### config.mk
export PLATFORM = sky130hd
export DESIGN_NAME = core_regs
export DESIGN_NICKNAME = d
export VERILOG_FILES = /design/src/inc/core_regs_pkg.sv /design/src/rtl/core_regs.sv
export SDC_FILE = /design/constraint.sdc
export NUM_CORES = 1
export LEC_CHECK = 0
export ABC_AREA = 1
export BUFFER_PORTS_ARGS = -buffer_cell sky130_fd_sc_hd__buf_2
export CAP_MARGIN = 15
export CORE_MARGIN = 4
export CORE_UTILIZATION = 55
export DETAILED_ROUTE_END_ITERATION = 10
export HOLD_SLACK_MARGIN = 0.03
export PLACE_DENSITY = 0.83
export SLEW_MARGIN = 20
export SYNTH_ARGS = -nofsm -noshare
export SYNTH_HDL_FRONTEND = slang
export SYNTH_SLANG_ARGS = --single-unit
### constraint.sdc
create_clock -name clk_in -period 2.7 [get_ports clk_in]
set_input_delay 0.135 -clock clk_in [delete_from_list [all_inputs] [get_ports clk_in]]
set_output_delay 0.135 -clock clk_in [all_outputs]
set_load 0.1 [all_outputs]
### src/inc/core_regs_pkg.sv
package core_regs_pkg;

    // ------------------------------------------------------------
    // register indices on the plain register port
    // ------------------------------------------------------------
    localparam int          ADDR_W          = 3;
    localparam logic [2:0]  IDX_PROG_CNT    = 3'h0;
    localparam logic [2:0]  IDX_ACCUM       = 3'h1;
    localparam logic [2:0]  IDX_SECOND_ACC  = 3'h2;
    localparam logic [2:0]  IDX_INDEX       = 3'h3;
    localparam logic [2:0]  IDX_EXTRA_PTR   = 3'h4;
    localparam logic [2:0]  IDX_STACK_PTR   = 3'h5;
    localparam logic [2:0]  IDX_PROG_STATUS = 3'h6;

    // ------------------------------------------------------------
    // widths and reset values
    // ------------------------------------------------------------
    localparam int           WORD_W       = 16;
    localparam int           BYTE_W       = 8;
    localparam logic [15:0]  COUNTER_RESET = 16'hFFFD;
    localparam logic [1:0]   LEVEL_RESET  = 2'h3;
    localparam logic [15:0]  ZERO_WORD    = 16'h0000;
    localparam logic [7:0]   ZERO_BYTE    = 8'h00;

    // ------------------------------------------------------------
    // condition code byte field positions
    // ------------------------------------------------------------
    localparam int  CC_HALF   = 7;
    localparam int  CC_IEN    = 6;
    localparam int  CC_LVL_HI = 5;
    localparam int  CC_LVL_LO = 4;
    localparam int  CC_NEG    = 3;
    localparam int  CC_ZERO   = 2;
    localparam int  CC_OVF    = 1;
    localparam int  CC_CARRY  = 0;

    // ------------------------------------------------------------
    // general-purpose bank geometry
    // ------------------------------------------------------------
    localparam int  REGS_PER_BANK = 8;
    localparam int  SEL_W         = 3;
    localparam int  BANK_W        = 4;
    localparam int  MAX_BANKS     = 16;

    // byte-wide operations applied to the accumulator low byte
    typedef enum logic [2:0] {
        OP_NONE,
        OP_ADD,
        OP_SUB,
        OP_SHL,
        OP_SHR
    } alu_op_type;

endpackage

### src/rtl/core_regs.sv
// The register offsets and the plain strobed port are this design's own decisions.
`timescale 1ns/1ps
// Operation
// - sixteen-bit program counter holds fetch address
// - sixteen-bit accumulator, byte ops use low byte
// - temporary accumulator is second operand, low byte
// - sixteen-bit index register for indexed addressing
// - sixteen-bit extra pointer as operand address
// - sixteen-bit stack pointer locates stack area
// - status word: bank pointer high, codes low
// - bank pointer steers register-operand RAM addresses
// - half-carry tracks carry/borrow bit three to four
// - interrupts accepted only while enable flag set
// - reset clears interrupt enable flag
// - serve request only above current level field
// - negative flag mirrors result top bit
// - zero flag set exactly for zero result
// - overflow flag marks two's complement overflow
// - carry flag marks carry/borrow out of bit seven
// - shifts load shifted-out bit into carry
// - general registers are bytes in RAM
// - eight registers per bank, up to sixteen banks
module core_regs
    import core_regs_pkg::*;
#(
    parameter int           BANK_COUNT = 16,      // usable banks, set by RAM size
    parameter logic [15:0]  BANK_BASE  = 16'h0100 // RAM address of bank zero
) (
    // clock and reset
    input  wire logic               clk_in,
    input  wire logic               rst_n_in,
    // register port
    input  wire logic [ADDR_W-1:0]  reg_addr_in,
    input  wire logic [WORD_W-1:0]  reg_wdata_in,
    input  wire logic               reg_wr_in,
    input  wire logic               reg_rd_in,
    output logic      [WORD_W-1:0]  reg_rdata_out,
    // byte-wide alu operation
    input  wire alu_op_type         alu_op_in,
    // interrupt request from the controller
    input  wire logic               irq_req_in,
    input  wire logic [1:0]         irq_level_in,
    output logic                    irq_take_out,
    // general register addressing
    input  wire logic [SEL_W-1:0]   gp_sel_in,
    output logic      [WORD_W-1:0]  gp_addr_out,
    // dedicated register values toward the datapath
    output logic      [WORD_W-1:0]  program_counter_out,
    output logic      [WORD_W-1:0]  index_register_out,
    output logic      [WORD_W-1:0]  extra_pointer_out,
    output logic      [WORD_W-1:0]  stack_pointer_out,
    output logic      [WORD_W-1:0]  program_status_out
);

    // ------------------------------------------------------------
    // elaboration checks
    // ------------------------------------------------------------
    if (BANK_COUNT < 1 || BANK_COUNT > MAX_BANKS) begin : g_bank_check
        $error("bank count must lie between one and sixteen");
    end

    // ------------------------------------------------------------
    // storage
    // ------------------------------------------------------------
    logic [WORD_W-1:0] main_accumulator;    // arithmetic result holder
    logic [WORD_W-1:0] second_operand_acc;  // second operand
    logic [BYTE_W-1:0] bank_pointer;        // upper status byte
    logic [BYTE_W-1:0] condition_code_byte; // lower status byte
    logic [WORD_W-1:0] status_word;         // both halves joined

    // flag results of the current alu operation
    logic [BYTE_W-1:0] next_result;
    logic              next_half;
    logic              next_carry;
    logic              next_ovf;
    logic              flags_update;        // an operation is present
    logic [BYTE_W:0]   wide_sum;            // nine-bit sum or difference
    logic [BYTE_W-1:0] op_a;                // accumulator low byte
    logic [BYTE_W-1:0] op_b;                // second operand low byte
    logic              level_ok;            // request outranks level field

    assign status_word = {bank_pointer, condition_code_byte};
    assign op_a        = main_accumulator[BYTE_W-1:0];
    assign op_b        = second_operand_acc[BYTE_W-1:0];

    // ------------------------------------------------------------
    // byte alu flag logic
    // ------------------------------------------------------------
    // flags come from the low bytes only; upper bytes are untouched
    always_comb begin
        wide_sum     = {1'b0, op_a} + {1'b0, op_b};
        next_result  = op_a;
        next_half    = condition_code_byte[CC_HALF];
        next_carry   = condition_code_byte[CC_CARRY];
        next_ovf     = condition_code_byte[CC_OVF];
        flags_update = 1'b1;
        unique case (alu_op_in)
            OP_ADD: begin
                next_result = wide_sum[BYTE_W-1:0];
                next_carry  = wide_sum[BYTE_W];
                next_half   = (({1'b0, op_a[3:0]} + {1'b0, op_b[3:0]}) > 5'h0F);
                next_ovf    = (op_a[7] == op_b[7]) && (next_result[7] != op_a[7]);
            end
            OP_SUB: begin
                wide_sum    = {1'b0, op_a} - {1'b0, op_b};
                next_result = wide_sum[BYTE_W-1:0];
                next_carry  = wide_sum[BYTE_W];
                next_half   = (op_a[3:0] < op_b[3:0]);
                next_ovf    = (op_a[7] != op_b[7]) && (next_result[7] != op_a[7]);
            end
            OP_SHL: begin
                next_result = {op_a[6:0], 1'b0};
                next_carry  = op_a[7];
            end
            OP_SHR: begin
                next_result = {1'b0, op_a[7:1]};
                next_carry  = op_a[0];
            end
            OP_NONE: begin
                flags_update = 1'b0;
            end
            default: begin
                // spare op encodings do nothing, so a glitching op field
                // cannot disturb the flags
                flags_update = 1'b0;
            end
        endcase
    end

    // ------------------------------------------------------------
    // program counter
    // ------------------------------------------------------------
    // loaded by the sequencer through the register port
    always_ff @(posedge clk_in) begin
        if (!rst_n_in) begin
            program_counter_out <= COUNTER_RESET;
        end else if (reg_wr_in && reg_addr_in == IDX_PROG_CNT) begin
            program_counter_out <= reg_wdata_in;
        end
    end

    // ------------------------------------------------------------
    // accumulator
    // ------------------------------------------------------------
    // no reset: contents are undefined after reset
    always_ff @(posedge clk_in) begin
        if (reg_wr_in && reg_addr_in == IDX_ACCUM) begin
            main_accumulator <= reg_wdata_in;
        end else if (flags_update) begin
            main_accumulator[BYTE_W-1:0] <= next_result;
        end
    end

    // ------------------------------------------------------------
    // pointer registers and second operand
    // ------------------------------------------------------------
    // none of these are reset, the core must load them first
    always_ff @(posedge clk_in) begin
        if (reg_wr_in) begin
            unique case (reg_addr_in)
                IDX_SECOND_ACC: second_operand_acc <= reg_wdata_in;
                IDX_INDEX:      index_register_out <= reg_wdata_in;
                IDX_EXTRA_PTR:  extra_pointer_out  <= reg_wdata_in;
                IDX_STACK_PTR:  stack_pointer_out  <= reg_wdata_in;
                default: begin
                    // other mapped indices are held elsewhere
                end
            endcase
        end
    end

    // ------------------------------------------------------------
    // program status: bank pointer and condition codes
    // ------------------------------------------------------------
    // a port write beats a simultaneous alu flag update so software
    // restoring the status word is never corrupted
    always_ff @(posedge clk_in) begin
        if (!rst_n_in) begin
            bank_pointer        <= ZERO_BYTE;
            condition_code_byte <= ZERO_BYTE;
            condition_code_byte[CC_IEN] <= 1'b0;
            condition_code_byte[CC_LVL_HI:CC_LVL_LO] <= LEVEL_RESET;
        end else if (reg_wr_in && reg_addr_in == IDX_PROG_STATUS) begin
            bank_pointer        <= reg_wdata_in[WORD_W-1:BYTE_W];
            condition_code_byte <= reg_wdata_in[BYTE_W-1:0];
        end else if (flags_update) begin
            condition_code_byte[CC_HALF]  <= next_half;
            condition_code_byte[CC_NEG]   <= next_result[7];
            condition_code_byte[CC_ZERO]  <= (next_result == ZERO_BYTE);
            condition_code_byte[CC_OVF]   <= next_ovf;
            condition_code_byte[CC_CARRY] <= next_carry;
        end
    end

    // status word mirror toward the datapath
    always_ff @(posedge clk_in) begin
        if (!rst_n_in) begin
            program_status_out <= ZERO_WORD;
        end else begin
            program_status_out <= status_word;
        end
    end

    // ------------------------------------------------------------
    // register read port
    // ------------------------------------------------------------
    // data stands only in the cycle after the strobe, zero otherwise
    always_ff @(posedge clk_in) begin
        if (!rst_n_in) begin
            reg_rdata_out <= ZERO_WORD;
        end else if (reg_rd_in) begin
            unique case (reg_addr_in)
                IDX_PROG_CNT:    reg_rdata_out <= program_counter_out;
                IDX_ACCUM:       reg_rdata_out <= main_accumulator;
                IDX_SECOND_ACC:  reg_rdata_out <= second_operand_acc;
                IDX_INDEX:       reg_rdata_out <= index_register_out;
                IDX_EXTRA_PTR:   reg_rdata_out <= extra_pointer_out;
                IDX_STACK_PTR:   reg_rdata_out <= stack_pointer_out;
                IDX_PROG_STATUS: reg_rdata_out <= status_word;
                default:         reg_rdata_out <= ZERO_WORD; // unmapped
            endcase
        end else begin
            reg_rdata_out <= ZERO_WORD;
        end
    end

    // ------------------------------------------------------------
    // interrupt acceptance
    // ------------------------------------------------------------
    // lower code means higher priority, so strictly less wins
    assign level_ok = irq_level_in < condition_code_byte[CC_LVL_HI:CC_LVL_LO];

    always_ff @(posedge clk_in) begin
        if (!rst_n_in) begin
            irq_take_out <= 1'b0;
        end else begin
            irq_take_out <= irq_req_in && condition_code_byte[CC_IEN] && level_ok;
        end
    end

    // ------------------------------------------------------------
    // general register address generation
    // ------------------------------------------------------------
    // bytes live in RAM, eight per bank; the bank field wraps onto
    // the usable banks because smaller RAMs hold fewer of them
    always_ff @(posedge clk_in) begin
        if (!rst_n_in) begin
            gp_addr_out <= BANK_BASE;
        end else begin
            gp_addr_out <= BANK_BASE + WORD_W'((32'(bank_pointer[BANK_W-1:0]) % BANK_COUNT)
                           * REGS_PER_BANK) + WORD_W'(gp_sel_in);
        end
    end

    // ------------------------------------------------------------
    // checks
    // ------------------------------------------------------------
    counter_reset_a: assert property (@(posedge clk_in)
        !rst_n_in |=> program_counter_out == COUNTER_RESET && program_status_out == ZERO_WORD)
        else $error("counter not FFFD after reset");

    ien_reset_a: assert property (@(posedge clk_in)
        !rst_n_in |=> !condition_code_byte[CC_IEN] &&
                     condition_code_byte[CC_LVL_HI:CC_LVL_LO] == LEVEL_RESET)
        else $error("enable or level wrong after reset");

    irq_gate_a: assert property (@(posedge clk_in) disable iff (!rst_n_in)
        irq_take_out |-> $past(condition_code_byte[CC_IEN]) && $past(irq_req_in))
        else $error("interrupt taken while disabled");

    irq_level_a: assert property (@(posedge clk_in) disable iff (!rst_n_in)
        irq_req_in && condition_code_byte[CC_IEN] &&
        irq_level_in < condition_code_byte[CC_LVL_HI:CC_LVL_LO] |=> irq_take_out)
        else $error("eligible interrupt not taken");

    zero_flag_a: assert property (@(posedge clk_in) disable iff (!rst_n_in)
        alu_op_in != OP_NONE && !reg_wr_in |=>
        condition_code_byte[CC_ZERO] == (main_accumulator[BYTE_W-1:0] == ZERO_BYTE))
        else $error("zero flag disagrees with result");

    neg_flag_a: assert property (@(posedge clk_in) disable iff (!rst_n_in)
        alu_op_in != OP_NONE && !reg_wr_in |=>
        condition_code_byte[CC_NEG] == main_accumulator[7])
        else $error("negative flag disagrees with result");

    add_carry_a: assert property (@(posedge clk_in) disable iff (!rst_n_in)
        alu_op_in == OP_ADD && !reg_wr_in |=>
        condition_code_byte[CC_CARRY] == ((9'($past(op_a)) + 9'($past(op_b))) > 9'h0FF))
        else $error("carry wrong after add");

    half_carry_a: assert property (@(posedge clk_in) disable iff (!rst_n_in)
        alu_op_in == OP_SUB && !reg_wr_in |=>
        condition_code_byte[CC_HALF] == ($past(op_a[3:0]) < $past(op_b[3:0])))
        else $error("half carry wrong after subtract");

    shift_carry_a: assert property (@(posedge clk_in) disable iff (!rst_n_in)
        alu_op_in == OP_SHR && !reg_wr_in |=> condition_code_byte[CC_CARRY] == $past(op_a[0]))
        else $error("shift-out bit not in carry");

    upper_byte_a: assert property (@(posedge clk_in) disable iff (!rst_n_in)
        alu_op_in != OP_NONE && !reg_wr_in |=>
        main_accumulator[WORD_W-1:BYTE_W] == $past(main_accumulator[WORD_W-1:BYTE_W]))
        else $error("byte operation touched upper byte");

    read_latency_a: assert property (@(posedge clk_in) disable iff (!rst_n_in)
        !reg_rd_in |=> reg_rdata_out == ZERO_WORD)
        else $error("read data outside its cycle");

endmodule // core_regs

==> results of run 1 <==
==> cells in the mapped netlist (2+ instances only) <==
cell type | n | area [sq um]
sky130_fd_sc_hd__conb_1 | 2 | 7.510
sky130_fd_sc_hd__o211ai_1 | 5 | 37.54
sky130_fd_sc_hd__a221oi_1 | 15 | 131.4
sky130_fd_sc_hd__inv_1 | 84 | 315.3
sky130_fd_sc_hd__dfxtp_1 | 68 | 1361
sky130_fd_sc_hd__inv_2 | 8 | 30.03
sky130_fd_sc_hd__buf_2 | 13 | 65.06
sky130_fd_sc_hd__nor2_2 | 6 | 37.54
sky130_fd_sc_hd__nand3_1 | 65 | 325.3
sky130_fd_sc_hd__o22ai_1 | 8 | 50.05
sky130_fd_sc_hd__nor2_4 | 3 | 33.78
sky130_fd_sc_hd__a22oi_1 | 5 | 37.54
sky130_fd_sc_hd__o21ai_1 | 2 | 10.01
sky130_fd_sc_hd__edfxtp_1 | 80 | 2402
sky130_fd_sc_hd__nand2_2 | 6 | 37.54
sky130_fd_sc_hd__ha_1 | 18 | 225.2
sky130_fd_sc_hd__nand3b_1 | 3 | 22.52
sky130_fd_sc_hd__a211oi_1 | 2 | 15.01
sky130_fd_sc_hd__nand2_1 | 173 | 649.4
sky130_fd_sc_hd__a41oi_1 | 10 | 87.58
sky130_fd_sc_hd__fa_1 | 2 | 40.04
sky130_fd_sc_hd__a21oi_1 | 31 | 155.2
sky130_fd_sc_hd__clkbuf_1 | 8 | 30.03
sky130_fd_sc_hd__buf_4 | 16 | 120.1
sky130_fd_sc_hd__nand4_1 | 9 | 56.30
sky130_fd_sc_hd__nor2_1 | 31 | 116.4
sky130_fd_sc_hd__o21ai_0 | 25 | 125.1
sky130_fd_sc_hd__nor3_1 | 2 | 10.01
==> worst reg2reg max path, stage by stage (launching register included) <==
cell and delay (ns):
sky130_fd_sc_hd__edfxtp_1 0.54, sky130_fd_sc_hd__ha_1 0.36, sky130_fd_sc_hd__o21ai_0 0.42, sky130_fd_sc_hd__nand3_1 0.21
sky130_fd_sc_hd__nand2_1 0.14, sky130_fd_sc_hd__nand2_1 0.06, sky130_fd_sc_hd__nand3_1 0.06, sky130_fd_sc_hd__nand4_1 0.14
sky130_fd_sc_hd__nand2_1 0.09, sky130_fd_sc_hd__o21ai_0 0.07
==> power groups by stage <==
stage	registers (mW)	clock network [mW]	logic [mW]
floorplan	2.94	0	0.504
global placement	2.59	0	1.09
detailed placement	2.59	0	1.10
CTS	2.55	2.23	1.13
global route	2.56	2.35	1.22
finish	2.55	2.24	1.14
==> per-stage QoR <==
step	area (sq um)	cells	util, %	hold slack [ns]
6_report	8262	1038	69.07	0.06423
2_1_floorplan	6740	726	-	0.2326
5_1_grt	8262	1038	69.07	0.04313
4_1_cts	8262	1038	69.07	0.03461
3_5_place_dp	7505	987	62.74	0.3230
3_3_place_gp	7505	987	62.74	0.3196
==> final timing paths <==
kind | endpoint | slack [ns] | depth (start not counted)
max reg2reg | main_accumulator[7] | 0.36 | 9
max | main_accumulator[7] | 0.36 | 9
min | index_register_out[5] | 0.06 | 1
min reg2reg | program_status_out[12] | 0.45 | 2
==> sequential cells by signal (all words and copies together) (netlist names) <==
name / cells
bank_pointer: 8
condition_code_byte: 8
extra_pointer_out: 16
gp_addr_out: 3
index_register_out: 16
irq_take_out: 1
main_accumulator: 16
program_counter_out: 16
program_status_out: 16
reg_rdata_out: 16
second_operand_acc: 16
stack_pointer_out: 16
==> per-layer routing <==
metal / share of wire (%) / vias to the layer above / global-route usage, %
met3: 11 / 70 / 6.364
met2: 47 / 444 / 47.23
li1: - / 2736 / -
met4: 3.7 / 0 / 13.25
met1: 38 / 2854 / 37.85
met5: 0 / - / 0
==> what timing repair did <==
item / 4_1_cts / 5_1_grt
hold buffers: 20 / 0
hold endpoints to repair: 81 / 0
resized for setup: 0 / 0
buffers inserted: 0 / 0
==> cells by family after synthesis <==
| family | count (synthesis) |
|---|---|
| buf+inv | 134 |
| compound gates | 110 |
| fa+ha+maj | 20 |
| other cells | 2 |
| flops | 148 |
| xor+xnor | 2 |
| simple gates | 303 |
==> cell type report <==
type | instances | area, sq um
Sequential cell | 148 | 3764
Fill cell | 883 | 3700
Multi-Input combinational cell | 444 | 2382
Timing Repair Buffer | 173 | 1011
Clock buffer | 19 | 442.9
Inverter | 95 | 364.1
Tap cell | 147 | 183.9
Clock inverter | 12 | 113.9
==> report_table.html, run 1 <==
<table>
<tr><th>Metric</th><th>Value</th></tr>
<tr><th colspan="2">Status</th></tr>
<tr><td>Result of the run</td><td>completed</td></tr>
<tr><th colspan="2">Synthesis</th></tr>
<tr><td>Synthesized-area fraction occupied by xor and xnor cells</td><td>0.2609%</td></tr>
<tr><td>Area of the mapped netlist</td><td>0.006714 sq mm</td></tr>
<tr><td>Share of the yosys chip area belonging to registers</td><td>56.06%</td></tr>
<tr><td>Multiplexer fraction of the synthesized cell area</td><td>0%</td></tr>
<tr><td>Synthesized-area fraction occupied by and/or/nand/nor cells</td><td>20.11%</td></tr>
<tr><td>Adder and majority cell fraction of the synthesized area</td><td>3.951%</td></tr>
<tr><td>Post-Synthesis Cells</td><td>719</td></tr>
<tr><td>Number of enable flip-flop cells after synthesis</td><td>80</td></tr>
<tr><td>Synth async-reset ratio</td><td>0%</td></tr>
<tr><td>Main combinational cell family by area after synthesis</td><td>simple AND/OR/NAND/NOR gates</td></tr>
<tr><td>Average cell area after synthesis</td><td>9.338 sq um</td></tr>
<tr><td>FF+latch count, synth</td><td>148</td></tr>
<tr><td>Most common flop cell mapped by yosys</td><td>sky130_fd_sc_hd__edfxtp_1</td></tr>
<tr><td>Number of distinct library cell variants in the gate-level netlist after synthesis</td><td>47</td></tr>
<tr><td>Number of warnings reported in the yosys synthesis log</td><td>0</td></tr>
<tr><td>Area fraction in compound gates after synthesis</td><td>10.66%</td></tr>
<tr><th colspan="2">Cells and area</th></tr>
<tr><td>Number of nets in the layout</td><td>931</td></tr>
<tr><td>Share of cells above drive strength 1</td><td>23.79%</td></tr>
<tr><td>Layout-stage area growth over the synthesis result</td><td>23.05%</td></tr>
<tr><td>Highest-count cells in the layout ignoring fill and taps</td><td>sky130_fd_sc_hd__nand2_1, sky130_fd_sc_hd__buf_2, sky130_fd_sc_hd__inv_1</td></tr>
<tr><td>Most common cell after layout, fill and taps aside</td><td>sky130_fd_sc_hd__nand2_1</td></tr>
<tr><td>N_diodes</td><td>0</td></tr>
<tr><th colspan="2">Die</th></tr>
<tr><td>Die Wd</td><td>118.5 microns</td></tr>
<tr><td>Ports placed on the boundary</td><td>145</td></tr>
<tr><td>Placeable core region</td><td>0.01196 sq mm</td></tr>
<tr><td>Die Span Y</td><td>118.5 microns</td></tr>
<tr><td>Core Rows</td><td>40</td></tr>
<tr><td>Initial core utilization</td><td>56.13%</td></tr>
<tr><td>Floorplan die area</td><td>0.01404 sq mm</td></tr>
<tr><th colspan="2">Detailed routing</th></tr>
<tr><td>First-iteration detailed-routing DRC count</td><td>745</td></tr>
<tr><td>Count of vias placed by the detailed router</td><td>6104</td></tr>
<tr><td>Number of optimization iterations in the first detailed-route pass</td><td>5</td></tr>
<tr><td>Number of DRC violations after detailed routing</td><td>0</td></tr>
<tr><td>Via/cell ratio</td><td>5.881</td></tr>
<tr><td>Wire length per cell</td><td>19.74 microns</td></tr>
<tr><td>Routed Antenna Nets</td><td>0</td></tr>
<tr><td>Detailed-route wire length</td><td>20490 microns</td></tr>
<tr><th colspan="2">Min path</th></tr>
<tr><td>Hold crit path type</td><td>in -&gt; reg</td></tr>
<tr><td>Worst min-delay path startpoint</td><td>reg_wdata_in[5]</td></tr>
<tr><th colspan="2">Worst setup path</th></tr>
<tr><td>Kind of start point of the critical path</td><td>register</td></tr>
<tr><td>CP endpoint kind</td><td>register</td></tr>
<tr><td>Cell with the biggest individual delay on the critical path</td><td>sky130_fd_sc_hd__edfxtp_1</td></tr>
<tr><td>Critical path class</td><td>reg -&gt; reg</td></tr>
<tr><td>Beginning of the worst register-to-register path</td><td>main_accumulator[1]</td></tr>
<tr><td>Arrival time of the worst setup path</td><td>2.51 ns</td></tr>
<tr><td>Data required time at the worst endpoint</td><td>2.87 ns</td></tr>
<tr><td>Max Fanout on Critical Path</td><td>8</td></tr>
<tr><td>Buf/Inv on CP</td><td>0</td></tr>
<tr><td>Biggest cell delay along the critical path</td><td>0.54 ns</td></tr>
<tr><td>Most frequent cell on the critical path</td><td>sky130_fd_sc_hd__nand2_1</td></tr>
<tr><td>Worst Setup SP</td><td>main_accumulator[1]</td></tr>
<tr><td>Worst path top cell family by delay</td><td>simple AND/OR/NAND/NOR gates</td></tr>
<tr><td>Ordered cell list for the critical path</td><td>ha_1 -&gt; o21ai_0 -&gt; nand3_1 -&gt; nand2_1 -&gt; nand2_1 -&gt; nand3_1 -&gt; nand4_1 -&gt; nand2_1 -&gt; o21ai_0</td></tr>
<tr><th colspan="2">Power</th></tr>
<tr><td>Power density cells</td><td>717.9 mW/mm^2</td></tr>
<tr><td>Logic gate share of total power</td><td>19.3%</td></tr>
<tr><td>Int Pwr</td><td>4.095 mW</td></tr>
<tr><td>IR drop worst, VDD</td><td>0.5307 mV</td></tr>
<tr><td>Sequential share of power</td><td>43.0%</td></tr>
<tr><td>Overall power of the completed layout</td><td>5.931 mW</td></tr>
<tr><td>Fraction of power spent switching nets</td><td>30.96%</td></tr>
<tr><td>Clock network power share</td><td>37.7%</td></tr>
<tr><td>Power spent charging and discharging nets</td><td>1.836 mW</td></tr>
<tr><td>Leak Pwr</td><td>3.805 nW</td></tr>
<tr><th colspan="2">Timing</th></tr>
<tr><td>Number of hold violations in the final report</td><td>0</td></tr>
<tr><td>Worst Setup Slack, final</td><td>0.3556 ns</td></tr>
<tr><td>Shortest period the worst path allows</td><td>2.344 ns</td></tr>
<tr><td>Peak clock frequency supported by timing</td><td>426.6 MHz</td></tr>
<tr><td>Number of setup violations in the final report</td><td>0</td></tr>
<tr><td>Max Slew Vio Count</td><td>0</td></tr>
<tr><td>Slew at the pin with the worst max-slew slack</td><td>0.6816 ns</td></tr>
<tr><td>Setup Total Neg Slack</td><td>0 ns</td></tr>
<tr><td>Clock tree skew after final layout</td><td>0.006820 ns</td></tr>
<tr><td>Worst relative slew slack</td><td>54.51%</td></tr>
<tr><td>Fraction of the cycle the final worst path needs</td><td>86.83%</td></tr>
<tr><td>Setup repair after global routing missed its margin</td><td>false</td></tr>
<tr><th colspan="2">Clocking</th></tr>
<tr><td>Clk Latency, worst-skew pair</td><td>0.42 ns</td></tr>
<tr><td>Longest Clk Path Bufs</td><td>2</td></tr>
<tr><td>CTS buffer count</td><td>17</td></tr>
<tr><td>Clock Sink Count</td><td>148</td></tr>
<tr><td>CTS tree</td><td>yes</td></tr>
<tr><td>Clock slew at the register clock pins of the worst setup and hold paths</td><td>0.06 ns</td></tr>
<tr><td>Maximum level of the CTS H-tree</td><td>4</td></tr>
<tr><td>Root Buffer Master</td><td>sky130_fd_sc_hd__clkbuf_16</td></tr>
<tr><th colspan="2">Placement</th></tr>
<tr><td>Routability-driven placement congestion ratio</td><td>0.9897</td></tr>
<tr><td>Dpl ws</td><td>0.3758 ns</td></tr>
<tr><td>PortBufs</td><td>135</td></tr>
<tr><td>Half-perimeter wire length after placement</td><td>13550 microns</td></tr>
<tr><th colspan="2">GRT</th></tr>
<tr><td>Total global routing track utilization</td><td>29.24%</td></tr>
<tr><td>Wire length of the first global-routing pass</td><td>32060 microns</td></tr>
<tr><td>Maximum number of pins on one net before global-route repair</td><td>22</td></tr>
<tr><td>Via count of the first global-routing pass</td><td>5965</td></tr>
<tr><td>Antenna violations before repair</td><td>0</td></tr>
<tr><td>GRT Residual Overflow</td><td>0</td></tr>
<tr><th colspan="2">Flow run</th></tr>
<tr><td>Max-cap violations</td><td>0</td></tr>
</table>
Note: power is estimated with default switching activity, not from simulation.
==> run 2: changes to the inputs <==
--- a/config.mk
+++ b/config.mk
@@ -5,14 +5,13 @@
 export SDC_FILE = /design/constraint.sdc
 export NUM_CORES = 1
 export LEC_CHECK = 0
-export ABC_AREA = 1
 export BUFFER_PORTS_ARGS = -buffer_cell sky130_fd_sc_hd__buf_2
 export CAP_MARGIN = 15
 export CORE_MARGIN = 4
 export CORE_UTILIZATION = 55
 export DETAILED_ROUTE_END_ITERATION = 10
 export HOLD_SLACK_MARGIN = 0.03
-export PLACE_DENSITY = 0.83
+export PLACE_DENSITY = 0.82
 export SLEW_MARGIN = 20
 export SYNTH_ARGS = -nofsm -noshare
 export SYNTH_HDL_FRONTEND = slang
==> report_table.html, run 2 <==
<table>
<tr><th>Metric</th><th>Value</th></tr>
<tr><th colspan="2">Worst setup path</th></tr>
<tr><td>Reg2reg setup slack</td><td>0.08 ns (-0.27 ns)</td></tr>
<tr><td>Cell with the biggest individual delay on the critical path</td><td>sky130_fd_sc_hd__edfxtp_1</td></tr>
<tr><td>Reg2reg path depth</td><td>9 (unchanged)</td></tr>
<tr><td>Critical path capture point</td><td>condition_code_byte[2]</td></tr>
<tr><td>Arrival time of the worst setup path</td><td>2.95 ns (+0.44 ns)</td></tr>
<tr><td>Max Fanout on Critical Path</td><td>5 (-3)</td></tr>
<tr><td>Beginning of the worst register-to-register path</td><td>main_accumulator[0]</td></tr>
<tr><td>Endpoint of the most critical register-to-register path</td><td>condition_code_byte[2]</td></tr>
<tr><td>Biggest cell delay along the critical path</td><td>0.46 ns (-0.08 ns)</td></tr>
<tr><td>Ordered cell list for the critical path</td><td>ha_1 -&gt; fa_1 -&gt; nor2b_1 -&gt; o21ba_2 -&gt; o21a_1 -&gt; a2111oi_2 -&gt; a211o_1 -&gt; nand3_1 -&gt; o41ai_2</td></tr>
<tr><td>Data required time at the worst endpoint</td><td>3.03 ns (+0.16 ns)</td></tr>
<tr><td>Kind of start point of the critical path</td><td>register</td></tr>
<tr><td>CP endpoint kind</td><td>register</td></tr>
<tr><td>Worst Setup SP</td><td>main_accumulator[0]</td></tr>
<tr><td>Critical path class</td><td>reg -&gt; reg</td></tr>
<tr><th colspan="2">Cells and area</th></tr>
<tr><td>Share of cells above drive strength 1</td><td>29.36% (+5.6 points)</td></tr>
<tr><td>Highest-count cells in the layout ignoring fill and taps</td><td>sky130_fd_sc_hd__buf_2, sky130_fd_sc_hd__nand2_1, sky130_fd_sc_hd__edfxtp_1</td></tr>
<tr><td>N_diodes</td><td>0 (unchanged)</td></tr>
<tr><td>Most common cell after layout, fill and taps aside</td><td>sky130_fd_sc_hd__buf_2</td></tr>
<tr><td>FF/Latch Area</td><td>0.003764 sq mm (unchanged)</td></tr>
<tr><td>Layout-stage area growth over the synthesis result</td><td>24.34%</td></tr>
<tr><td>Area of the multi-input gates</td><td>0.002786 sq mm (+17%)</td></tr>
<tr><td>Layout fillers</td><td>865 (-2.0%)</td></tr>
<tr><td>Number of nets in the layout</td><td>853 (-8.4%)</td></tr>
<tr><th colspan="2">GRT</th></tr>
<tr><td>Wire length of the first global-routing pass</td><td>33040 microns (+3.1%)</td></tr>
<tr><td>Via count of the first global-routing pass</td><td>5750 (-3.6%)</td></tr>
<tr><td>Total global routing track utilization</td><td>30.38% (+1.1 points)</td></tr>
<tr><td>Maximum number of pins on one net before global-route repair</td><td>53 (+140%)</td></tr>
<tr><td>GRT Residual Overflow</td><td>0 (unchanged)</td></tr>
<tr><td>Antenna violations before repair</td><td>0 (unchanged)</td></tr>
<tr><th colspan="2">Synthesis</th></tr>
<tr><td>FF+latch count, synth</td><td>148 (unchanged)</td></tr>
<tr><td>Most common flop cell mapped by yosys</td><td>sky130_fd_sc_hd__edfxtp_1</td></tr>
<tr><td>Share of the yosys chip area belonging to registers</td><td>54.56% (-1.5 points)</td></tr>
<tr><td>Number of enable flip-flop cells after synthesis</td><td>80 (unchanged)</td></tr>
<tr><td>Ranking of synthesized cells by area</td><td>sky130_fd_sc_hd__edfxtp_1, sky130_fd_sc_hd__dfxtp_1, sky130_fd_sc_hd__nand2_1, sky130_fd_sc_hd__ha_1, sky130_fd_sc_hd__mux2_2</td></tr>
<tr><td>Post-Synthesis Cells</td><td>637 (-11%)</td></tr>
<tr><td>Top-area cell type share of the netlist area</td><td>34.83% (-0.95 points)</td></tr>
<tr><td>Synth async-reset ratio</td><td>0% (unchanged)</td></tr>
<tr><td>Cell type contributing the most total cell area after synthesis</td><td>sky130_fd_sc_hd__edfxtp_1</td></tr>
<tr><td>Number of distinct library cell variants in the gate-level netlist after synthesis</td><td>68 (+45%)</td></tr>
<tr><td>Most common cell in the synthesized netlist</td><td>sky130_fd_sc_hd__nand2_1</td></tr>
<tr><td>Average cell area after synthesis</td><td>10.83 sq um (+16%)</td></tr>
<tr><td>Area of the mapped netlist</td><td>0.006898 sq mm (+2.7%)</td></tr>
<tr><td>Post-synth top cells</td><td>sky130_fd_sc_hd__nand2_1, sky130_fd_sc_hd__edfxtp_1, sky130_fd_sc_hd__dfxtp_1, sky130_fd_sc_hd__nor2_1, sky130_fd_sc_hd__a21oi_1</td></tr>
<tr><td>Number of warnings reported in the yosys synthesis log</td><td>0 (unchanged)</td></tr>
<tr><th colspan="2">Timing</th></tr>
<tr><td>Slew at the pin with the worst max-slew slack</td><td>0.8030 ns (+0.1214 ns)</td></tr>
<tr><td>Number of setup violations in the final report</td><td>0 (unchanged)</td></tr>
<tr><td>Worst relative slew slack</td><td>46.08% (-8.4 points)</td></tr>
<tr><td>Shortest period the worst path allows</td><td>2.617 ns (+0.2730 ns)</td></tr>
<tr><td>Number of hold violations in the final report</td><td>0 (unchanged)</td></tr>
<tr><td>Peak clock frequency supported by timing</td><td>382.1 MHz (-10%)</td></tr>
<tr><td>Clock tree skew after final layout</td><td>0.01152 ns (+0.004698 ns)</td></tr>
<tr><td>Fraction of the cycle the final worst path needs</td><td>96.94% (+10 points)</td></tr>
<tr><td>Setup Total Neg Slack</td><td>0 ns (unchanged)</td></tr>
<tr><td>Setup repair after global routing missed its margin</td><td>false</td></tr>
<tr><td>Max Slew Vio Count</td><td>0 (unchanged)</td></tr>
<tr><th colspan="2">Clocking</th></tr>
<tr><td>CTS buffer count</td><td>17 (unchanged)</td></tr>
<tr><td>CTS tree</td><td>yes</td></tr>
<tr><td>Clock Sink Count</td><td>148 (unchanged)</td></tr>
<tr><td>Longest Clk Path Bufs</td><td>2 (unchanged)</td></tr>
<tr><td>Clk Latency, worst-skew pair</td><td>0.43 ns (about the same)</td></tr>
<tr><td>Maximum level of the CTS H-tree</td><td>4 (unchanged)</td></tr>
<tr><td>Root Buffer Master</td><td>sky130_fd_sc_hd__clkbuf_16</td></tr>
<tr><td>Clock slew at the register clock pins of the worst setup and hold paths</td><td>0.06 ns (about the same)</td></tr>
<tr><th colspan="2">Detailed routing</th></tr>
<tr><td>Number of optimization iterations in the first detailed-route pass</td><td>6 (+1)</td></tr>
<tr><td>Detailed-route wire length</td><td>21860 microns (+6.7%)</td></tr>
<tr><td>Wire length per cell</td><td>22.26 microns (+13%)</td></tr>
<tr><td>Count of vias placed by the detailed router</td><td>5945 (-2.6%)</td></tr>
<tr><td>Number of DRC violations after detailed routing</td><td>0 (unchanged)</td></tr>
<tr><td>First-iteration detailed-routing DRC count</td><td>749 (+0.54%)</td></tr>
<tr><td>Via/cell ratio</td><td>6.054 (+2.9%)</td></tr>
<tr><td>Routed Antenna Nets</td><td>0 (unchanged)</td></tr>
<tr><th colspan="2">Power</th></tr>
<tr><td>Sequential share of power</td><td>39.1% (-3.9 points)</td></tr>
<tr><td>Overall power of the completed layout</td><td>6.519 mW (+9.9%)</td></tr>
<tr><td>Leak Pwr</td><td>3.576 nW (-6.0%)</td></tr>
<tr><td>Int Pwr</td><td>4.492 mW (+9.7%)</td></tr>
<tr><td>Power spent charging and discharging nets</td><td>2.027 mW (+10%)</td></tr>
<tr><td>Clock network power share</td><td>39.9% (+2.2 points)</td></tr>
<tr><td>Power density cells</td><td>760.0 mW/mm^2 (+5.9%)</td></tr>
<tr><td>Logic gate share of total power</td><td>21.0% (+1.7 points)</td></tr>
<tr><td>IR drop worst, VDD</td><td>0.6603 mV (+24%)</td></tr>
<tr><td>Fraction of power spent switching nets</td><td>31.09% (+0.13 points)</td></tr>
<tr><th colspan="2">Die</th></tr>
<tr><td>Ports placed on the boundary</td><td>145 (unchanged)</td></tr>
<tr><td>Placeable core region</td><td>0.01216 sq mm (+1.7%)</td></tr>
<tr><td>Initial core utilization</td><td>56.72% (+0.59 points)</td></tr>
<tr><td>Floorplan die area</td><td>0.01440 sq mm (+2.6%)</td></tr>
<tr><td>Core Rows</td><td>40 (unchanged)</td></tr>
<tr><td>Die Span Y</td><td>120.0 microns (+1.3%)</td></tr>
<tr><td>Die Wd</td><td>120.0 microns (+1.3%)</td></tr>
<tr><th colspan="2">Flow run</th></tr>
<tr><td>Max-cap violations</td><td>0 (unchanged)</td></tr>
<tr><th colspan="2">Status</th></tr>
<tr><td>Result of the run</td><td>completed</td></tr>
<tr><th colspan="2">Placement</th></tr>
<tr><td>Half-perimeter wire length after placement</td><td>15320 microns (+13%)</td></tr>
<tr><td>PortBufs</td><td>135 (unchanged)</td></tr>
<tr><td>Routability-driven placement congestion ratio</td><td>0.9750 (-1.5%)</td></tr>
<tr><th colspan="2">Min path</th></tr>
<tr><td>Hold crit path type</td><td>in -&gt; reg</td></tr>
</table>
## run 2: critical path, delay by kind of cell, from the launching register on
family,cells,cell delay (ns)
and+or+nand+nor,2,0.29
adders and majority gates,2,0.72
AOI/OAI and AO/OA,5,1.04
DFF,1,0.46
## run 2: metal layers
layer  track usage, %  up-vias  share of wire (%)
met1            42.73     2834                 40
met5                0        -                  0
met4            10.24        0                2.3
met3            7.116       45                 12
li1                 -     2623                  -
met2            46.43      443                 45
## run 2: area by class of cell
class | instances | share of cell area, %
clock inverter | 13 | 2.247
clock buffer | 19 | 5.295
inverter | 19 | 0.8315
multi-input combinational | 428 | 32.49
timing repair buffer | 187 | 12.81
tap | 168 | 2.451
sequential | 148 | 43.88
## run 2: worst min-delay path by stage
stage	from	to	slack, ns	cells after the start
after floorplan	reg_wdata_in[0]	extra_pointer_out[0]	0.23	0
after detailed placement	gp_sel_in[1]	gp_addr_out[1]	0.35	2
after global placement	gp_sel_in[1]	gp_addr_out[1]	0.34	2
after CTS	irq_req_in	irq_take_out	0.03	2
after global routing	reg_wdata_in[0]	extra_pointer_out[0]	0.04	1
final	irq_req_in	irq_take_out	0.03	2
## run 2: what timing repair did
| action | 4_1_cts | 5_1_grt |
|---|---|---|
| setup endpoints to repair | 0 | 2 |
| resized for setup | 0 | 1 |
| setup buffers | 0 | 2 |
| endpoints found under the hold margin | 53 | 0 |
| hold buffers | 13 | 0 |
## run 2: power by group through the flow
stage               logic (mW)  registers [mW]  clock network, mW
CTS                       1.34            2.55               2.60
detailed placement        1.31            2.59                  0
finish                    1.37            2.55               2.60
floorplan                0.618            2.96                  0
global route              1.44            2.56               2.72
global placement          1.32            2.59                  0
## run 2: kinds of logic after synthesis
kind of cell               after synthesis  synth area share [%]
and+or+nand+nor                        213                 14.35
AOI/OAI and AO/OA                      150                 15.53
DFF                                    148                 54.56
buffers and inverters                   68                 5.677
muxes                                   29                 5.043
adders and majority gates               20                 3.846
xor gates and xnor gates                 7                0.8888
other                                    2                0.1089
## run 2: through the flow
stage	utilization (%)	hold slack (ns)	instances	setup WS, ns	instance area [sq um]
final	70.52	0.02815	982	0.08261	8577
after global routing	70.52	0.03986	982	0.005551	8577
after CTS	70.34	0.03482	980	0.09821	8554
after detailed placement	63.95	0.3528	935	0.1236	7777
after global placement	63.95	0.3443	935	0.1386	7777
after floorplan	-	0.2339	644	0.2341	6924
==> run 3: changes to the inputs <==
--- a/config.mk
+++ b/config.mk
@@ -8,10 +8,11 @@
 export BUFFER_PORTS_ARGS = -buffer_cell sky130_fd_sc_hd__buf_2
 export CAP_MARGIN = 15
 export CORE_MARGIN = 4
-export CORE_UTILIZATION = 55
+export CORE_UTILIZATION = 35
 export DETAILED_ROUTE_END_ITERATION = 10
 export HOLD_SLACK_MARGIN = 0.03
-export PLACE_DENSITY = 0.82
+export PLACE_DENSITY = 0.57
+export REMOVE_ABC_BUFFERS = 1
 export SLEW_MARGIN = 20
 export SYNTH_ARGS = -nofsm -noshare
 export SYNTH_HDL_FRONTEND = slang
==> constraint.sdc (replaced) <==
create_clock -name clk_in -period 2.5 [get_ports clk_in]
set_input_delay 0.125 -clock clk_in [delete_from_list [all_inputs] [get_ports clk_in]]
set_output_delay 0.125 -clock clk_in [all_outputs]
set_load 0.1 [all_outputs]
==> report_table.html, run 3 (same netlist as run 2, synthesis figures left out) <==
<table>
<tr><th>Metric</th><th>Value</th></tr>
<tr><th colspan="2">Timing</th></tr>
<tr><td>Worst Setup Slack, final</td><td>0.09594 ns (+0.01333 ns)</td></tr>
<tr><td>Worst relative slew slack</td><td>46.85% (+0.77 points)</td></tr>
<tr><td>Number of hold violations in the final report</td><td>0 (unchanged)</td></tr>
<tr><td>Setup Total Neg Slack</td><td>0 ns (unchanged)</td></tr>
<tr><td>Number of setup violations in the final report</td><td>0 (unchanged)</td></tr>
<tr><td>Setup repair after global routing missed its margin</td><td>true</td></tr>
<tr><td>Clock tree skew after final layout</td><td>0.01996 ns (+0.008443 ns)</td></tr>
<tr><td>Slew at the pin with the worst max-slew slack</td><td>0.7915 ns (-0.01147 ns)</td></tr>
<tr><td>Fraction of the cycle the final worst path needs</td><td>96.16% (-0.78 points)</td></tr>
<tr><td>Shortest period the worst path allows</td><td>2.404 ns (-0.2133 ns)</td></tr>
<tr><td>Max Slew Vio Count</td><td>0 (unchanged)</td></tr>
<tr><td>Peak clock frequency supported by timing</td><td>416.0 MHz (+8.9%)</td></tr>
<tr><th colspan="2">Worst setup path</th></tr>
<tr><td>Data required time at the worst endpoint</td><td>2.67 ns (-0.36 ns)</td></tr>
<tr><td>Reg2reg path depth</td><td>10 (+1)</td></tr>
<tr><td>Cell with the biggest individual delay on the critical path</td><td>sky130_fd_sc_hd__fa_1</td></tr>
<tr><td>Most frequent cell on the critical path</td><td>sky130_fd_sc_hd__inv_1</td></tr>
<tr><td>Worst path top cell family by delay</td><td>adder cells</td></tr>
<tr><td>Crit. path cell count</td><td>10 (+1)</td></tr>
<tr><td>Beginning of the worst register-to-register path</td><td>main_accumulator[0]</td></tr>
<tr><td>Ordered cell list for the critical path</td><td>inv_1 -&gt; ha_1 -&gt; inv_1 -&gt; fa_1 -&gt; a31oi_4 -&gt; o31a_1 -&gt; xnor2_1 -&gt; nand2_1 -&gt; a32oi_2 -&gt; mux2_2</td></tr>
<tr><td>Kind of start point of the critical path</td><td>register</td></tr>
<tr><td>Buf/Inv on CP</td><td>2 (+2)</td></tr>
<tr><td>CP endpoint kind</td><td>register</td></tr>
<tr><td>Arrival time of the worst setup path</td><td>2.57 ns (-0.38 ns)</td></tr>
<tr><td>Endpoint of the most critical register-to-register path</td><td>main_accumulator[6]</td></tr>
<tr><td>Reg2reg setup slack</td><td>0.1 ns (about the same)</td></tr>
<tr><td>Max Fanout on Critical Path</td><td>3 (-2)</td></tr>
<tr><td>Critical path class</td><td>reg -&gt; reg</td></tr>
<tr><td>Biggest cell delay along the critical path</td><td>0.46 ns (about the same)</td></tr>
<tr><th colspan="2">GRT</th></tr>
<tr><td>GRT Residual Overflow</td><td>0 (unchanged)</td></tr>
<tr><td>Maximum number of pins on one net before global-route repair</td><td>25 (-53%)</td></tr>
<tr><td>Total global routing track utilization</td><td>19.02% (-11 points)</td></tr>
<tr><td>Via count of the first global-routing pass</td><td>5429 (-5.6%)</td></tr>
<tr><td>Wire length of the first global-routing pass</td><td>32130 microns (-2.8%)</td></tr>
<tr><td>Antenna violations before repair</td><td>0 (unchanged)</td></tr>
<tr><th colspan="2">Detailed routing</th></tr>
<tr><td>Wire length per cell</td><td>19.13 microns (-14%)</td></tr>
<tr><td>Number of DRC violations after detailed routing</td><td>0 (unchanged)</td></tr>
<tr><td>Detailed-route wire length</td><td>20980 microns (-4.0%)</td></tr>
<tr><td>First-iteration detailed-routing DRC count</td><td>407 (-46%)</td></tr>
<tr><td>Routed Antenna Nets</td><td>0 (unchanged)</td></tr>
<tr><td>Count of vias placed by the detailed router</td><td>5632 (-5.3%)</td></tr>
<tr><td>Number of optimization iterations in the first detailed-route pass</td><td>5 (-1)</td></tr>
<tr><td>Via/cell ratio</td><td>5.134 (-15%)</td></tr>
<tr><th colspan="2">Power</th></tr>
<tr><td>Overall power of the completed layout</td><td>6.947 mW (+6.6%)</td></tr>
<tr><td>Leak Pwr</td><td>3.635 nW (+1.7%)</td></tr>
<tr><td>IR drop worst, VDD</td><td>0.4281 mV (-35%)</td></tr>
<tr><td>Power density cells</td><td>780.2 mW/mm^2 (+2.7%)</td></tr>
<tr><th colspan="2">Die</th></tr>
<tr><td>Ports placed on the boundary</td><td>145 (unchanged)</td></tr>
<tr><td>Initial core utilization</td><td>35.56% (-21 points)</td></tr>
<tr><td>Floorplan die area</td><td>0.02202 sq mm (+53%)</td></tr>
<tr><td>Core Rows</td><td>51 (+28%)</td></tr>
<tr><td>Die Span Y</td><td>148.4 microns (+24%)</td></tr>
<tr><td>Placeable core region</td><td>0.01940 sq mm (+60%)</td></tr>
<tr><td>Die Wd</td><td>148.4 microns (+24%)</td></tr>
<tr><th colspan="2">Clocking</th></tr>
<tr><td>CTS buffer count</td><td>17 (unchanged)</td></tr>
<tr><td>Maximum level of the CTS H-tree</td><td>4 (unchanged)</td></tr>
<tr><td>Root Buffer Master</td><td>sky130_fd_sc_hd__clkbuf_16</td></tr>
<tr><td>Clk Latency, worst-skew pair</td><td>0.43 ns (about the same)</td></tr>
<tr><td>CTS tree</td><td>yes</td></tr>
<tr><td>Clock Sink Count</td><td>148 (unchanged)</td></tr>
<tr><td>Clock slew at the register clock pins of the worst setup and hold paths</td><td>0.07 ns (about the same)</td></tr>
<tr><td>Longest Clk Path Bufs</td><td>2 (unchanged)</td></tr>
<tr><th colspan="2">Cells and area</th></tr>
<tr><td>Layout-stage area growth over the synthesis result</td><td>29.08%</td></tr>
<tr><td>Share of cells above drive strength 1</td><td>31.73% (+2.4 points)</td></tr>
<tr><td>Layout fillers</td><td>1850 (+110%)</td></tr>
<tr><td>Most common cell after layout, fill and taps aside</td><td>sky130_fd_sc_hd__buf_2</td></tr>
<tr><td>N_diodes</td><td>0 (unchanged)</td></tr>
<tr><td>Number of nets in the layout</td><td>871 (+2.1%)</td></tr>
<tr><td>Final Util</td><td>45.90% (-25 points)</td></tr>
<tr><td>Highest-count cells in the layout ignoring fill and taps</td><td>sky130_fd_sc_hd__buf_2, sky130_fd_sc_hd__nand2_1, sky130_fd_sc_hd__edfxtp_1</td></tr>
<tr><th colspan="2">Placement</th></tr>
<tr><td>PortBufs</td><td>135 (unchanged)</td></tr>
<tr><td>Half-perimeter wire length after placement</td><td>15250 microns (-0.45%)</td></tr>
<tr><td>Routability-driven placement congestion ratio</td><td>0.9001 (-7.7%)</td></tr>
<tr><td>Dpl ws</td><td>-0.02347 ns (-0.1471 ns)</td></tr>
<tr><th colspan="2">Min path</th></tr>
<tr><td>Number of cells on the worst hold path</td><td>3 (+1)</td></tr>
<tr><td>Hold crit path type</td><td>in -&gt; reg</td></tr>
<tr><td>Worst min-delay path startpoint</td><td>reg_wdata_in[3]</td></tr>
<tr><td>Sink of the worst hold path</td><td>condition_code_byte[3]</td></tr>
<tr><th colspan="2">Flow run</th></tr>
<tr><td>Max-cap violations</td><td>0 (unchanged)</td></tr>
<tr><th colspan="2">Status</th></tr>
<tr><td>Result of the run</td><td>completed</td></tr>
</table>
run 3: worst max path at each step:
stage / startpoint / endpoint / slack [ns]
floorplan: main_accumulator[5] / main_accumulator[7] / 0.03
global route: main_accumulator[5] / main_accumulator[7] / -0.03
detailed placement: main_accumulator[3] / main_accumulator[7] / -0.02
finish: main_accumulator[0] / main_accumulator[6] / 0.1
global placement: main_accumulator[5] / main_accumulator[7] / 0.06
CTS: main_accumulator[5] / main_accumulator[7] / 0.04
run 3: per-layer routing:
| layer | routed length (microns) | share of wire (%) | GRT usage, % | vias up |
|---|---|---|---|---|
| li1 | - | - | - | 2653 |
| met1 | 9676 | 46 | 27.82 | 2703 |
| met2 | 9521 | 45 | 28.87 | 252 |
| met3 | 1452 | 6.9 | 3.443 | 24 |
| met4 | 333 | 1.6 | 5.681 | 0 |
| met5 | 0 | 0 | 0 | - |
run 3: area by class of cell:
cell class	count	area [sq um]	area share (%)
Timing Repair Buffer	205	1251	14.05
Multi-Input combinational cell	428	2868	32.21
Inverter	19	71.32	0.8010
Tap cell	265	331.6	3.724
Clock buffer	17	425.4	4.778
Sequential cell	148	3764	42.27
Clock inverter	15	192.7	2.164
run 3: metrics by stage:
step | instances | hold slack [ns] | instance area (sq um)
after floorplan | 595 | 0.1968 | 6604
final | 1097 | 0.05570 | 8904
after detailed placement | 1043 | 0.3350 | 7984
after global routing | 1097 | 0.03604 | 8904
after CTS | 1095 | 0.03000 | 8807
after global placement | 1043 | 0.3318 | 7984
run 3: worst min-delay path, cell delays in order:
cell and delay (ns):
sky130_fd_sc_hd__buf_2 0.17, sky130_fd_sc_hd__nand3_1 0.08, sky130_fd_sc_hd__o31ai_1 0.06
run 3: timing repair:
item,CTS,global route
endpoints found under the setup margin,1,6
hold buffers,20,0
gates cloned,0,0
buffers inserted,0,2
gates resized for setup,1,17
pin swaps,0,7
endpoints found under the hold margin,91,0
run 3: power breakdown:
group / total [mW] / switching (mW) / internal, mW
Sequential: 2.74 / 0.0612 / 2.68
Combinational: 1.53 / 1.06 / 0.468
Clock: 2.68 / 1.08 / 1.60
